==> config.mk <==
export PLATFORM = sky130hd
export DESIGN_NAME = tcc_timer
export DESIGN_NICKNAME = d
export VERILOG_FILES = /design/src/core/tcc_pkg.sv /design/src/core/tcc_tick_gen.sv /design/src/core/tcc_cmp_unit.sv /design/src/core/tcc_timer.sv
export SDC_FILE = /design/constraint.sdc
export NUM_CORES = 1
export LEC_CHECK = 0
export CORE_UTILIZATION = 35
export CTS_CLUSTER_SIZE = 40
export DETAILED_ROUTE_END_ITERATION = 7
export DONT_BUFFER_PORTS = 1
export SLEW_MARGIN = 40
export SYNTH_ARGS = -nofsm -noshare
export SYNTH_HDL_FRONTEND = slang
export SYNTH_SLANG_ARGS = --single-unit
==> constraint.sdc <==
create_clock -name clk_i -period 3.2 [get_ports clk_i]
set_input_delay 0.64 -clock clk_i [delete_from_list [all_inputs] [get_ports clk_i]]
set_output_delay 0.64 -clock clk_i [all_outputs]
set_load 0.03 [all_outputs]
==> src/core/tcc_pkg.sv <==
// Register map, field layout and mode codes of the 8-bit timer/counter
package tcc_pkg;
    // Register byte addresses (word aligned)
    localparam logic [7:0] ADDR_CTRL_A   = 8'h00;
    localparam logic [7:0] ADDR_CTRL_B   = 8'h04;
    localparam logic [7:0] ADDR_COUNT    = 8'h08;
    localparam logic [7:0] ADDR_CMP_A    = 8'h0C;
    localparam logic [7:0] ADDR_CMP_B    = 8'h10;
    localparam logic [7:0] ADDR_FLAGS    = 8'h14;
    localparam logic [7:0] ADDR_MASK     = 8'h18;
    localparam logic [7:0] ADDR_POWER    = 8'h1C;
    localparam logic [7:0] ADDR_SVC      = 8'h20;
    localparam logic [7:0] ADDR_OUT      = 8'h24;

    // control_reg_a: [7:6] action A, [5:4] action B, [1:0] low wave mode bits
    localparam int ACT_A_LSB  = 6;
    localparam int ACT_B_LSB  = 4;
    localparam int WAVE_LO_LSB = 0;
    // control_reg_b: [7] force A, [6] force B, [3] high wave mode bit, [2:0] tick source
    localparam int FORCE_A_BIT = 7;
    localparam int FORCE_B_BIT = 6;
    localparam int WAVE_HI_BIT = 3;
    localparam int TICK_SEL_LSB = 0;
    // Flag and mask registers: [2] match B, [1] match A, [0] overflow
    localparam int FLAG_OVF = 0;
    localparam int FLAG_MA  = 1;
    localparam int FLAG_MB  = 2;

    localparam logic [7:0] CNT_BOTTOM = 8'h00;
    localparam logic [7:0] CNT_MAX    = 8'hFF;
    localparam logic [7:0] CNT_ONE    = 8'h01;
    localparam logic [7:0] BYTE_ZERO  = 8'h00;
    localparam logic       POWER_RST  = 1'b1;

    // Wave modes
    localparam logic [2:0] WM_NORMAL   = 3'h0;
    localparam logic [2:0] WM_PC_MAX   = 3'h1;
    localparam logic [2:0] WM_CTC      = 3'h2;
    localparam logic [2:0] WM_FAST_MAX = 3'h3;
    localparam logic [2:0] WM_PC_CMP   = 3'h5;
    localparam logic [2:0] WM_FAST_CMP = 3'h7;

    // Tick sources
    localparam logic [2:0] TS_STOP  = 3'h0;
    localparam logic [2:0] TS_DIV1  = 3'h1;
    localparam logic [2:0] TS_DIV8  = 3'h2;
    localparam logic [2:0] TS_DIV64 = 3'h3;
    localparam logic [2:0] TS_DIV256 = 3'h4;
    localparam logic [2:0] TS_DIV1K = 3'h5;
    localparam logic [2:0] TS_EXT_FALL = 3'h6;
    localparam logic [2:0] TS_EXT_RISE = 3'h7;

    // Prescaler tap indices into a 10-bit free-running divider
    localparam int PS_WIDTH = 10;
    localparam int TAP_8    = 2;
    localparam int TAP_64   = 5;
    localparam int TAP_256  = 7;
    localparam int TAP_1K   = 9;

    // Output actions
    localparam logic [1:0] ACT_NONE   = 2'h0;
    localparam logic [1:0] ACT_TOGGLE = 2'h1;
    localparam logic [1:0] ACT_CLEAR  = 2'h2;
    localparam logic [1:0] ACT_SET    = 2'h3;
endpackage : tcc_pkg

==> src/core/tcc_tick_gen.sv <==
// Timer tick generation: prescaler taps and external pin edge detection
`timescale 1ns/1ps
`default_nettype none
module tcc_tick_gen
    import tcc_pkg::*;
(
    input  wire logic       clk_i,
    input  wire logic       rst_i,
    input  wire logic       enable_i,
    input  wire logic [2:0] tick_source_select_i,
    input  wire logic       ext_count_pin_i,
    output logic            timer_tick_o
);
    logic [PS_WIDTH-1:0] presc_r;
    logic [PS_WIDTH-1:0] presc_nxt;
    logic                ext_s1_r;
    logic                ext_s2_r;
    logic                ext_prev_r;
    logic [PS_WIDTH-1:0] wrap_pulse;

    assign presc_nxt = presc_r + PS_WIDTH'(1);
    // A tap pulses when all bits up to it roll over
    assign wrap_pulse[0] = presc_r[0];
    for (genvar i = 1; i < PS_WIDTH; i++) begin : g_wrap
        assign wrap_pulse[i] = wrap_pulse[i-1] & presc_r[i];
    end

    // Prescaler runs free of the tick selection
    always_ff @(posedge clk_i or posedge rst_i) begin
        if (rst_i) begin
            presc_r <= '0;
        end else begin
            presc_r <= presc_nxt;
        end
    end

    always_ff @(posedge clk_i or posedge rst_i) begin
        if (rst_i) begin
            ext_s1_r   <= 1'b0;
            ext_s2_r   <= 1'b0;
            ext_prev_r <= 1'b0;
        end else begin
            ext_s1_r   <= ext_count_pin_i;
            ext_s2_r   <= ext_s1_r;
            ext_prev_r <= ext_s2_r;
        end
    end

    always_comb begin
        timer_tick_o = 1'b0;
        if (enable_i) begin
            unique case (tick_source_select_i)
                TS_STOP:     timer_tick_o = 1'b0;
                TS_DIV1:     timer_tick_o = 1'b1;
                TS_DIV8:     timer_tick_o = wrap_pulse[TAP_8];
                TS_DIV64:    timer_tick_o = wrap_pulse[TAP_64];
                TS_DIV256:   timer_tick_o = wrap_pulse[TAP_256];
                TS_DIV1K:    timer_tick_o = wrap_pulse[TAP_1K];
                TS_EXT_FALL: timer_tick_o = ext_prev_r & ~ext_s2_r;
                TS_EXT_RISE: timer_tick_o = ~ext_prev_r & ext_s2_r;
            endcase
        end
    end
endmodule : tcc_tick_gen
`default_nettype wire

==> src/core/tcc_cmp_unit.sv <==
// One compare unit: buffered compare value, match flag and wave output
`timescale 1ns/1ps
`default_nettype none
module tcc_cmp_unit
    import tcc_pkg::*;
(
    input  wire logic       clk_i,
    input  wire logic       rst_i,
    input  wire logic [7:0] count_i,
    input  wire logic       tick_i,
    input  wire logic       block_i,
    input  wire logic       buffered_i,
    input  wire logic       pwm_fast_i,
    input  wire logic       pwm_pc_i,
    input  wire logic       up_i,
    input  wire logic       load_i,
    input  wire logic       at_bottom_i,
    input  wire logic [1:0] action_i,
    input  wire logic       wr_i,
    input  wire logic [7:0] wdata_i,
    input  wire logic       force_i,
    input  wire logic       flag_clr_i,
    output logic [7:0]      compare_o,
    output logic [7:0]      sw_view_o,
    output logic            match_o,
    output logic            flag_o,
    output logic            wave_o
);
    logic [7:0] active_r;
    logic [7:0] buffer_r;
    logic       match_set;
    logic       wave_nxt;

    assign compare_o = active_r;
    // software sees the buffer when buffered
    assign sw_view_o = buffered_i ? buffer_r : active_r;
    assign match_o   = (count_i == active_r);
    // a counter write blocks the next tick's match
    assign match_set = match_o & tick_i & ~block_i;

    // buffered values move across only at top
    always_ff @(posedge clk_i or posedge rst_i) begin
        if (rst_i) begin
            active_r <= BYTE_ZERO;
            buffer_r <= BYTE_ZERO;
        end else begin
            if (wr_i) begin
                buffer_r <= wdata_i;
            end
            if (wr_i && !buffered_i) begin
                active_r <= wdata_i;
            end else if (buffered_i && load_i) begin
                active_r <= buffer_r;
            end
        end
    end

    // write-one or service clears; set wins over clear
    always_ff @(posedge clk_i or posedge rst_i) begin
        if (rst_i) begin
            flag_o <= 1'b0;
        end else if (match_set) begin
            flag_o <= 1'b1;
        end else if (flag_clr_i) begin
            flag_o <= 1'b0;
        end
    end

    // action field used live; state kept across modes
    always_comb begin
        wave_nxt = wave_o;
        if (pwm_fast_i) begin
            if (action_i[1] && match_set) begin
                wave_nxt = action_i[0];
            end else if (action_i[1] && tick_i && at_bottom_i) begin
                wave_nxt = ~action_i[0];
            end
        end else if (pwm_pc_i) begin
            if (action_i[1] && match_set) begin
                wave_nxt = up_i ? action_i[0] : ~action_i[0];
            end
        end else if (match_set || force_i) begin
            // forced match updates only the output
            unique case (action_i)
                ACT_NONE:   wave_nxt = wave_o;
                ACT_TOGGLE: wave_nxt = ~wave_o;
                ACT_CLEAR:  wave_nxt = 1'b0;
                ACT_SET:    wave_nxt = 1'b1;
            endcase
        end
    end

    always_ff @(posedge clk_i or posedge rst_i) begin
        if (rst_i) begin
            wave_o <= 1'b0;
        end else begin
            wave_o <= wave_nxt;
        end
    end
endmodule : tcc_cmp_unit
`default_nettype wire

==> src/core/tcc_timer.sv <==
// 8-bit timer/counter with two compare units behind an APB slave
//
// Functional notes
// - Bottom signalled when count becomes zero.
// - Max signalled when count becomes 255.
// - Top is max or compare A.
// - Each tick clears, increments or decrements.
// - Tick source zero stops the counter.
// - Count readable at any time, writable only while the power gate bit is clear.
// - Software count write beats clear/count.
// - Wave mode from control A and B.
// - Overflow flag set per mode, interruptible.
// - Match sets flag at next tick.
// - Flag cleared by service or writing one.
// - Three flags, each with mask bit.
// - Compare buffered only in PWM modes.
// - Buffer loads at top.
// - Software reaches buffer or active register.
// - Force strobe updates output outside PWM modes, no flag.
// - Count write blocks next tick's match.
// - Output state kept across mode changes.
// - Output action change acts immediately.
// - Disabled until power gate bit cleared.
// - Source one is clock; then divided taps.
// - Sources seven/six count rising/falling pin.
// - Mode 0 normal, 2 clear-on-match, 3/7 fast.
`timescale 1ns/1ps
`default_nettype none
module tcc_timer
    import tcc_pkg::*;
(
    input  wire logic        clk_i,
    input  wire logic        rst_i,
    input  wire logic        psel_i,
    input  wire logic        penable_i,
    input  wire logic        pwrite_i,
    input  wire logic [7:0]  paddr_i,
    input  wire logic [31:0] pwdata_i,
    output logic [31:0]      prdata_o,
    output logic             pready_o,
    output logic             pslverr_o,
    input  wire logic        ext_count_pin_i,
    input  wire logic [2:0]  irq_ack_i,
    output logic             wave_out_a_o,
    output logic             wave_out_b_o,
    output logic [2:0]       irq_o
);
    ////////////////////////////////////////////////////////////////////////
    typedef enum logic [1:0] {
        TCC_DIR_UP   = 2'b01,
        TCC_DIR_DOWN = 2'b10
    } tcc_dir_t;

    logic [7:0]  control_reg_a_r;
    logic [7:0]  control_reg_b_r;
    logic [7:0]  count_value_r;
    logic [7:0]  count_value_nxt;
    logic [2:0]  timer_flag_reg;
    logic [2:0]  timer_irq_mask_reg_r;
    logic        overflow_flag_r;
    logic        power_gate_bit_r;
    logic        block_r;
    tcc_dir_t    dir_r;
    tcc_dir_t    dir_nxt;
    logic [2:0]  wave_mode_field;
    logic [2:0]  tick_source_select;
    logic        timer_tick;
    logic        enabled;
    logic        pwm_fast;
    logic        pwm_pc;
    logic        buffered;
    logic        top_is_a;
    logic [7:0]  top_value;
    logic        at_top;
    logic        at_bottom;
    logic        at_max;
    logic        ovf_set;
    logic        load_cmp;
    logic        wr_access;
    logic        rd_access;
    logic        addr_ok;
    logic        count_wr;
    logic        force_a;
    logic        force_b;
    logic [2:0]  flag_clr;
    logic [7:0]  compare_value_a;
    logic [7:0]  sw_view_a;
    logic [7:0]  sw_view_b;
    logic        match_a;
    logic        match_b;
    logic        match_flag_a;
    logic        match_flag_b;
    logic        wave_a;
    logic        wave_b;
    logic [31:0] rdata_nxt;

    ////////////////////////////////////////////////////////////////////////
    // Bus decode; every access completes in its first access cycle
    assign wr_access = psel_i & penable_i & pwrite_i & pready_o;
    assign rd_access = psel_i & ~penable_i & ~pwrite_i;
    assign addr_ok   = (paddr_i == ADDR_CTRL_A) || (paddr_i == ADDR_CTRL_B)
                     || (paddr_i == ADDR_COUNT) || (paddr_i == ADDR_CMP_A)
                     || (paddr_i == ADDR_CMP_B) || (paddr_i == ADDR_FLAGS)
                     || (paddr_i == ADDR_MASK)  || (paddr_i == ADDR_POWER)
                     || (paddr_i == ADDR_SVC)   || (paddr_i == ADDR_OUT);

    // writes other than the power gate are dropped while gated
    assign enabled  = ~power_gate_bit_r;
    assign count_wr = wr_access & enabled & (paddr_i == ADDR_COUNT);
    assign force_a  = wr_access & enabled & (paddr_i == ADDR_CTRL_B)
                    & pwdata_i[FORCE_A_BIT] & ~pwm_fast & ~pwm_pc;
    assign force_b  = wr_access & enabled & (paddr_i == ADDR_CTRL_B)
                    & pwdata_i[FORCE_B_BIT] & ~pwm_fast & ~pwm_pc;
    assign flag_clr = irq_ack_i
                    | ({3{wr_access & enabled & (paddr_i == ADDR_FLAGS)}} & pwdata_i[2:0]);

    ////////////////////////////////////////////////////////////////////////
    // mode split across both control registers
    assign wave_mode_field    = {control_reg_b_r[WAVE_HI_BIT],
                                 control_reg_a_r[WAVE_LO_LSB +: 2]};
    assign tick_source_select = control_reg_b_r[TICK_SEL_LSB +: 3];
    assign pwm_fast = (wave_mode_field == WM_FAST_MAX) || (wave_mode_field == WM_FAST_CMP);
    assign pwm_pc   = (wave_mode_field == WM_PC_MAX) || (wave_mode_field == WM_PC_CMP);
    assign buffered = pwm_fast | pwm_pc;
    assign top_is_a  = (wave_mode_field == WM_CTC) || (wave_mode_field == WM_FAST_CMP)
                     || (wave_mode_field == WM_PC_CMP);
    assign top_value = top_is_a ? compare_value_a : CNT_MAX;
    assign at_bottom = (count_value_r == CNT_BOTTOM);
    assign at_max    = (count_value_r == CNT_MAX);
    assign at_top    = (count_value_r == top_value);

    tcc_tick_gen u_tick (
        .clk_i                (clk_i),
        .rst_i                (rst_i),
        .enable_i             (enabled),
        .tick_source_select_i (tick_source_select),
        .ext_count_pin_i      (ext_count_pin_i),
        .timer_tick_o         (timer_tick)
    );

    ////////////////////////////////////////////////////////////////////////
    // per-mode next count and direction
    always_comb begin
        count_value_nxt = count_value_r;
        dir_nxt         = dir_r;
        ovf_set         = 1'b0;
        load_cmp        = 1'b0;
        if (timer_tick) begin
            if (pwm_pc) begin
                if (dir_r == TCC_DIR_UP && at_top) begin
                    dir_nxt         = TCC_DIR_DOWN;
                    count_value_nxt = count_value_r - CNT_ONE;
                    load_cmp        = 1'b1;
                end else if (dir_r == TCC_DIR_DOWN && at_bottom) begin
                    dir_nxt         = TCC_DIR_UP;
                    count_value_nxt = count_value_r + CNT_ONE;
                    ovf_set         = 1'b1;
                end else if (dir_r == TCC_DIR_UP) begin
                    count_value_nxt = count_value_r + CNT_ONE;
                end else begin
                    count_value_nxt = count_value_r - CNT_ONE;
                end
            end else if (top_is_a && at_top) begin
                count_value_nxt = CNT_BOTTOM;
                dir_nxt         = TCC_DIR_UP;
                // fast PWM flags at top, CTC at wrap past max
                ovf_set         = pwm_fast;
                load_cmp        = pwm_fast;
            end else begin
                count_value_nxt = count_value_r + CNT_ONE;
                dir_nxt         = TCC_DIR_UP;
                ovf_set         = at_max;
                load_cmp        = pwm_fast & at_max;
            end
        end
    end

    always_ff @(posedge clk_i or posedge rst_i) begin
        if (rst_i) begin
            count_value_r <= CNT_BOTTOM;
            dir_r         <= TCC_DIR_UP;
        end else if (count_wr) begin
            count_value_r <= pwdata_i[7:0];
        end else begin
            count_value_r <= count_value_nxt;
            dir_r         <= dir_nxt;
        end
    end

    // block held until the next tick, even when stopped
    always_ff @(posedge clk_i or posedge rst_i) begin
        if (rst_i) begin
            block_r <= 1'b0;
        end else if (count_wr) begin
            block_r <= 1'b1;
        end else if (timer_tick) begin
            block_r <= 1'b0;
        end
    end

    // overflow flag, set wins over clear
    always_ff @(posedge clk_i or posedge rst_i) begin
        if (rst_i) begin
            overflow_flag_r <= 1'b0;
        end else if (ovf_set) begin
            overflow_flag_r <= 1'b1;
        end else if (flag_clr[FLAG_OVF]) begin
            overflow_flag_r <= 1'b0;
        end
    end

    ////////////////////////////////////////////////////////////////////////
    // Compare units A and B
    tcc_cmp_unit u_cmp_a (
        .clk_i       (clk_i),
        .rst_i       (rst_i),
        .count_i     (count_value_r),
        .tick_i      (timer_tick),
        .block_i     (block_r),
        .buffered_i  (buffered),
        .pwm_fast_i  (pwm_fast),
        .pwm_pc_i    (pwm_pc),
        .up_i        (dir_r == TCC_DIR_UP),
        .load_i      (load_cmp),
        .at_bottom_i (at_max | at_top),
        .action_i    (control_reg_a_r[ACT_A_LSB +: 2]),
        .wr_i        (wr_access & enabled & (paddr_i == ADDR_CMP_A)),
        .wdata_i     (pwdata_i[7:0]),
        .force_i     (force_a),
        .flag_clr_i  (flag_clr[FLAG_MA]),
        .compare_o   (compare_value_a),
        .sw_view_o   (sw_view_a),
        .match_o     (match_a),
        .flag_o      (match_flag_a),
        .wave_o      (wave_a)
    );

    tcc_cmp_unit u_cmp_b (
        .clk_i       (clk_i),
        .rst_i       (rst_i),
        .count_i     (count_value_r),
        .tick_i      (timer_tick),
        .block_i     (block_r),
        .buffered_i  (buffered),
        .pwm_fast_i  (pwm_fast),
        .pwm_pc_i    (pwm_pc),
        .up_i        (dir_r == TCC_DIR_UP),
        .load_i      (load_cmp),
        .at_bottom_i (at_max | at_top),
        .action_i    (control_reg_a_r[ACT_B_LSB +: 2]),
        .wr_i        (wr_access & enabled & (paddr_i == ADDR_CMP_B)),
        .wdata_i     (pwdata_i[7:0]),
        .force_i     (force_b),
        .flag_clr_i  (flag_clr[FLAG_MB]),
        .compare_o   (),
        .sw_view_o   (sw_view_b),
        .match_o     (match_b),
        .flag_o      (match_flag_b),
        .wave_o      (wave_b)
    );

    assign timer_flag_reg = {match_flag_b, match_flag_a, overflow_flag_r};

    ////////////////////////////////////////////////////////////////////////
    // Control, mask and power registers; force bits are strobes only
    // reset zeroes fields
    always_ff @(posedge clk_i or posedge rst_i) begin
        if (rst_i) begin
            control_reg_a_r      <= BYTE_ZERO;
            control_reg_b_r      <= BYTE_ZERO;
            timer_irq_mask_reg_r <= '0;
        end else if (wr_access && enabled) begin
            if (paddr_i == ADDR_CTRL_A) begin
                control_reg_a_r <= pwdata_i[7:0];
            end
            if (paddr_i == ADDR_CTRL_B) begin
                control_reg_b_r <= {2'b00, pwdata_i[5:0]};
            end
            if (paddr_i == ADDR_MASK) begin
                timer_irq_mask_reg_r <= pwdata_i[2:0];
            end
        end
    end

    // gate bit starts set, so the timer sleeps until cleared
    always_ff @(posedge clk_i or posedge rst_i) begin
        if (rst_i) begin
            power_gate_bit_r <= POWER_RST;
        end else if (wr_access && paddr_i == ADDR_POWER) begin
            power_gate_bit_r <= pwdata_i[0];
        end
    end

    ////////////////////////////////////////////////////////////////////////
    // Read mux
    always_comb begin
        rdata_nxt = '0;
        unique case (paddr_i)
            ADDR_CTRL_A: rdata_nxt[7:0] = control_reg_a_r;
            ADDR_CTRL_B: rdata_nxt[7:0] = control_reg_b_r;
            ADDR_COUNT:  rdata_nxt[7:0] = count_value_r;
            ADDR_CMP_A:  rdata_nxt[7:0] = sw_view_a;
            ADDR_CMP_B:  rdata_nxt[7:0] = sw_view_b;
            ADDR_FLAGS:  rdata_nxt[2:0] = timer_flag_reg;
            ADDR_MASK:   rdata_nxt[2:0] = timer_irq_mask_reg_r;
            ADDR_POWER:  rdata_nxt[0]   = power_gate_bit_r;
            ADDR_SVC:    rdata_nxt[3:0] = {match_b, match_a, at_top, at_bottom};
            ADDR_OUT:    rdata_nxt[1:0] = {wave_b, wave_a};
            default:     rdata_nxt      = '0;
        endcase
    end

    // Ready answers one cycle after the setup phase, then drops
    always_ff @(posedge clk_i or posedge rst_i) begin
        if (rst_i) begin
            pready_o  <= 1'b0;
            prdata_o  <= '0;
            pslverr_o <= 1'b0;
        end else begin
            pready_o  <= psel_i & ~penable_i;
            pslverr_o <= psel_i & ~penable_i & ~addr_ok;
            if (rd_access) begin
                prdata_o <= rdata_nxt;
            end
        end
    end

    // Outputs registered; request levels follow flag and mask
    always_ff @(posedge clk_i or posedge rst_i) begin
        if (rst_i) begin
            wave_out_a_o <= 1'b0;
            wave_out_b_o <= 1'b0;
            irq_o        <= '0;
        end else begin
            wave_out_a_o <= wave_a;
            wave_out_b_o <= wave_b;
            irq_o        <= timer_flag_reg & timer_irq_mask_reg_r & ~irq_ack_i;
        end
    end
endmodule : tcc_timer
`default_nettype wire

; After elaboration in Yosys (flattened, before gate mapping)
; Index checks and enable logic that the tools add are counted.
[word_totals]
regBits = 94
input_bits = 49
out_inout_bits = 39
word_cells = 230
[classes]
addsub = 3
n_eq_ne = 40
mux = 57
bitwise_logic = 55
reduce_logical = 49
[op_table]
columns = operator, n
row1 = $mux 8, 14
row2 = $and 1x1->1, 34
row3 = $eq 8x5->1 const B, 4
row4 = $mux 1, 32
row5 = $eq 8x8->1, 3
row6 = $pmux 4 s5, 1
row7 = $eq 3x3->1 const B, 6
row8 = $eq 8x4->1 const B, 2
row9 = $eq 8x6->1 const B, 2
row10 = $logic_not 8->1, 2
row11 = $pmux 1 s8, 2
row12 = $logic_or 1x1->1, 15
row13 = $logic_and 1x1->1, 14
row14 = $not 1->1, 14
row15 = $eq 3x2->1 const B, 4
row16 = $reduce_bool 2->1, 6
row17 = $add 10x1->10 const B, 1
row18 = $eq 2x2->1 const B, 5
row19 = $pmux 1 s10, 1
row20 = $and 3x3->3, 3
row21 = $ne 3x1->1 const B, 3
row22 = $pmux 1 s9, 1
row23 = $add 8x1->8 const B, 1
row24 = $eq 8x3->1 const B, 1
row25 = 19 further kinds, 33

; Depth between registers and ports, before layout
[logic_depth]
word_depth = 17
mapped_depth = 11
ltp_nobuf = 9

; By module
; Synthesis repeated with hierarchy kept, for this count alone.
[hier_totals]
hier_cells = 624
hier_area_um2 = 5908.2
[modules_own_cells]
columns = module, n_inst, cells_each, area_each_um2, seq_area_each_um2
row1 = tcc_timer, 1, 378, 3323.2, 1128.6
row2 = tcc_cmp_unit, 2, 99, 1009.7, 450.4
row3 = tcc_tick_gen, 1, 48, 565.5, 325.3

; Least setup slack after synthesis
; OpenSTA, ideal clock, no wires.
[synth_timing]
path_kind = input to register
start = input port paddr_i[7]
end = register u_cmp_a.active_r[1], in the netlist u_cmp_a.compare_o[1]
setup_time_ns = 0.125
t_arrival_ns = 2.434
t_required_ns = 3.075
slack_ns = 0.641
path_stages = 8
path_buffers = 2
cell_sequence = or4_1 buf_2 nor3_2 nand2_2 nor2_1 buf_2 or3_1 nand3_1
[synth_between]
elab_chain_len = 4
word_cells_on_any_way = 5
cone_classes = eq/ne: 1 / mux: 1 / bitwise: 1 / reduce/logical: 2
[synth_lines]
columns = element, line_no
row1 = from (decl), tcc_timer.sv:37  ; input wire logic [7:0] paddr_i,
row2 = $eq 8x4->1 *, tcc_timer.sv:227  ; .wr_i (wr_access & enabled & (paddr_i == ADDR_CMP_A)),
row3 = $and 1x1->1 *, tcc_timer.sv:227
row4 = $logic_and 1x1->1 *, tcc_cmp_unit.sv:50  ; if (wr_i && !buffered_i) begin
row5 = $mux 8 / $reduce_bool 2->1 (equally long branches), --
row6 = to (signal assigned), tcc_cmp_unit.sv:51  ; active_r <= wdata_i;
row7 = to (signal assigned), tcc_cmp_unit.sv:53  ; active_r <= buffer_r;
row8 = to (decl), tcc_cmp_unit.sv:29  ; logic [7:0] active_r;
; Every way passes the cells marked *; elsewhere a longest branch is shown, timed or not.
; A chain may end at the register's enable or synchronous reset.

; Worst setup path in the final report
[layout_timing]
start = register control_reg_a_r[0]
end = register u_cmp_a.active_r[0], in the netlist u_cmp_a.compare_o[0]
[layout_between]
elab_chain_len = 11
word_cells_on_any_way = 24
cone_classes = eq/ne: 6 / mux: 6 / bitwise: 2 / reduce/logical: 10
[layout_lines]
columns = element, line_no
row1 = from (decl), tcc_timer.sv:54  ; logic [7:0] control_reg_a_r;
row2 = from (signal assigned), tcc_timer.sv:274  ; control_reg_a_r <= pwdata_i[7:0];
row3 = $eq 3x2->1 / $eq 3x3->1 (equally long branches), "tcc_timer.sv:125, tcc_timer.sv:122"
row4 = $logic_or 1x1->1, tcc_timer.sv:125  ; assign top_is_a = (wave_mode_field == WM_CTC) || (wave_mode_field == WM_FAST_CMP)
row5 = $logic_or 1x1->1, tcc_timer.sv:126  ; || (wave_mode_field == WM_PC_CMP);
row6 = $mux 8, tcc_timer.sv:127  ; assign top_value = top_is_a ? compare_value_a : CNT_MAX;
row7 = $eq 8x8->1, tcc_timer.sv:130  ; assign at_top = (count_value_r == top_value);
row8 = $logic_and 1x1->1 (on tied branches), "tcc_timer.sv:163, tcc_timer.sv:150"
row9 = $mux 1 (on tied branches), "tcc_timer.sv:163, tcc_timer.sv:150"
row10 = $mux 1, tcc_timer.sv:149  ; if (pwm_pc) begin
row11 = $mux 1, tcc_timer.sv:148  ; if (timer_tick) begin
row12 = $logic_and 1x1->1, tcc_cmp_unit.sv:52  ; end else if (buffered_i && load_i) begin
row13 = $reduce_bool 2->1 (no source line), --
; Parallel ways exist; a longest one is shown, timed or not.

==> flow_summary.toml <==
[synthesis]
synth.area.top_cells = "dfrtp_1 40%, mux2_2 6.4%, nand3_1 4.7%, buf_4 3.4%, nand2_1 3.3%"
synth_flop_cell = "dfrtp_1"
netlist_area_um2 = 5779
ys_types = 84
avgSynthCellArea_um2 = 9.632
synth-seq-cells = 94
synth.top_cell.area_share = 0.3984
synth_edf_count = 0
yosysSeqAreaShare = 0.4074
ys_async_sr_fraction = 1.000
synth_warnings = 0
synth_top_area_cell = "dfrtp_1"
synthCells = 600

[timing]
skew_ns = 0.006585
setup_viol_count_final = 0
fin_crit_ns = 2.897
rsz0062_at_grt = "no"
tightest_slew_ns = 0.7497
finalSetupTns_ns = 0
max_freq_mhz = 345.1
whs_ns = 0.2725
slew_headroom = 0.4937
fin_crit_sh = 0.9055
hold_violations = 0
setup_slack_ns = 0.3025
drv_slew = 0

[final_layout]
layout_common_cells = "92 x dfrtp_1, 54 x nand3_1, 51 x nand2_1"
layout-drive-gt1-share = 0.1977
diodes = 0
final_cell_count_no_fill = 833
syn2layout_area_growth_pct = 9.656
fin_nets = 665
mostFrequentLayoutCell = "dfrtp_1"

[die]
num_rows = 46
die_y_um = 130.5
boundaryPins = 88
start_util = 0.3612
die_area_um2 = 17030
fp.dieW_um = 130.5
core_um2 = 16000

[critical_path]
cp_max_fo = 32
critPathLaunchType = "register"
path_class = "reg2reg"
timing.critical_path.required_ns = 3.43
cp.arrival_ns = 3.13
endpoint_kind = "register"

[detailed_routing]
viasPerCell = 5.765
remaining_drc_errors = 0
wl_per_cell_um = 19.55
first_pass_iters = 5
initialDrtViolationCount = 583
wl_um = 16290
vias = 4802
final_antenna_net_count = 0

[clock_network]
clockBufferDepth = 2
post_cts_resized = 0
cts_sinks = 94
cts_tree = "done"
clockRootBuffer = "clkbuf_16"
cts.clk_slew.worst_paths_ns = 0.07
cts-buffers-inserted = 9
cts_setup_buffers = 0
postCtsHoldBufs = 0
htree_levels = 3
clk_latency_ns = 0.35

[run]
cap_viol_max_count = 0

[hold_path]
holdCritPathClass = "in2async"

[placed_design]
port-buffer-count = 0
detailed_place_hpwl_um = 11850
dp_cells = 817
gp_congestion = 0.9388
place_ws_ns = 0.4208

[global_route]
grt.total_usage = 0.2049
grt_pass1_wl_um = 26300
grt_start_max_net_pins = 79
grt_antenna_before_repair = 0
first_global_vias = 4596
gr-total-overflow = 0

[power_and_ir_drop]
vdd_drop_max_v = 0.0003012
power_uw = 3060
powerDensity_nw_per_um2 = 482.8
p_leak_uw = 0.002771

[run_status]
outcome = "complete, no violations"
[registers in the layout, summed over array words and instances (netlist names), 2 cells and up]
name	cells
u_cmp_a.buffer_r	8
prdata_o	8
control_reg_b_r	6
u_tick.presc_r	10
timer_irq_mask_reg_r	3
control_reg_a_r	8
u_cmp_b.buffer_r	8
u_cmp_b.compare_o	8
irq_o	3
u_cmp_a.compare_o	8
count_value_r	8
dir_r	2
[worst paths after layout]
check | start | to | slack, ns | cells after the start
max | control_reg_a_r[0] | u_cmp_a.compare_o[0] | 0.30 | 8
min | rst_i | u_tick.presc_r[0] | 0.27 | 1
max reg2reg | control_reg_a_r[0] | u_cmp_a.compare_o[0] | 0.30 | 8
min reg2reg | u_tick.ext_s1_r | u_tick.ext_s2_r | 0.35 | 0
max in group asynchronous | rst_i | irq_o[2] | 2.31 | 2
min in group clk_i | ext_count_pin_i | u_tick.ext_s1_r | 0.31 | 0
[worst max-delay path, cell delays in order (launching register included)]
cell	delay, ns
dfrtp_1	0.55
nor3b_2	0.34
nor2_1	0.08
o41ai_1	0.73
nand4_1	0.21
o32ai_2	0.27
buf_4	0.35
or3b_2	0.18
nand3_1	0.07
[routing by layer]
layer	global-route usage	vias to the layer above	routed length [um]	share of wire
met4	0.08925	0	446	0.027
li1	-	2194	-	-
met3	0.03461	27	1027	0.063
met2	0.3181	207	7490	0.46
met5	0	-	0	0
met1	0.2808	2374	7321	0.45
[kinds of logic after synthesis]
| logic type | Yosys count | share of synthesized area |
|---|---|---|
| AND/OR/NAND/NOR | 238 | 0.2325 |
| AO/OA/AOI/OAI | 118 | 0.1518 |
| flip-flops | 94 | 0.4074 |
| buffers and inverters | 79 | 0.08205 |
| multiplexers | 45 | 0.08508 |
| XOR/XNOR | 21 | 0.03183 |
| adder cells (fa/ha/maj) | 4 | 0.008660 |
| other | 1 | 0.0006489 |
[cells in the mapped netlist (3+ instances only)]
cell type	instances
dfrtp_1	92
nand3_1	54
nand2_1	51
nor2_1	35
mux2_2	33
buf_4	26
a21oi_1	20
inv_1	20
xnor2_1	18
o21ai_0	17
mux2i_1	12
a31oi_1	11
clkbuf_1	11
nand4_1	11
o22ai_1	11
or3b_2	11
nand2b_1	9
nor3_1	9
buf_2	7
nand3b_1	7
a211oi_1	6
a221oi_1	6
buf_6	6
nor4_1	6
or3_1	6
and3_1	5
a221o_1	4
a222oi_1	4
and3b_1	4
ha_1	4
o221ai_1	4
a22oi_1	3
and2_1	3
buf_1	3
o211ai_1	3
o21a_1	3
or3b_1	3
or4_1	3
xor2_1	3
[final cells by class]
class | instances | area [um2]
well taps | 216 | 270.3
fillers | 1605 | 9663
clock inverters | 5 | 65.06
clock buffers | 11 | 252.7
flip-flops and latches | 94 | 2355
inverters | 23 | 96.34
multi-input cells | 450 | 3043
repair buffers | 34 | 255.2
[report_power, final]
part | internal [uW] | switching [uW]
Clock | 657 | 485
Combinational | 202 | 328
Sequential | 1240 | 142
Total | 2100 | 956
[stage by stage]
step | area, um2 | utilization
detailed placement | 6020 | 0.3762
CTS | 6337 | 0.3961
finish | 6337 | 0.3961
global placement | 6017 | 0.3761
global route | 6337 | 0.3961
floorplan | 5866 | -
No activity file was read; power rests on OpenSTA's default activity.
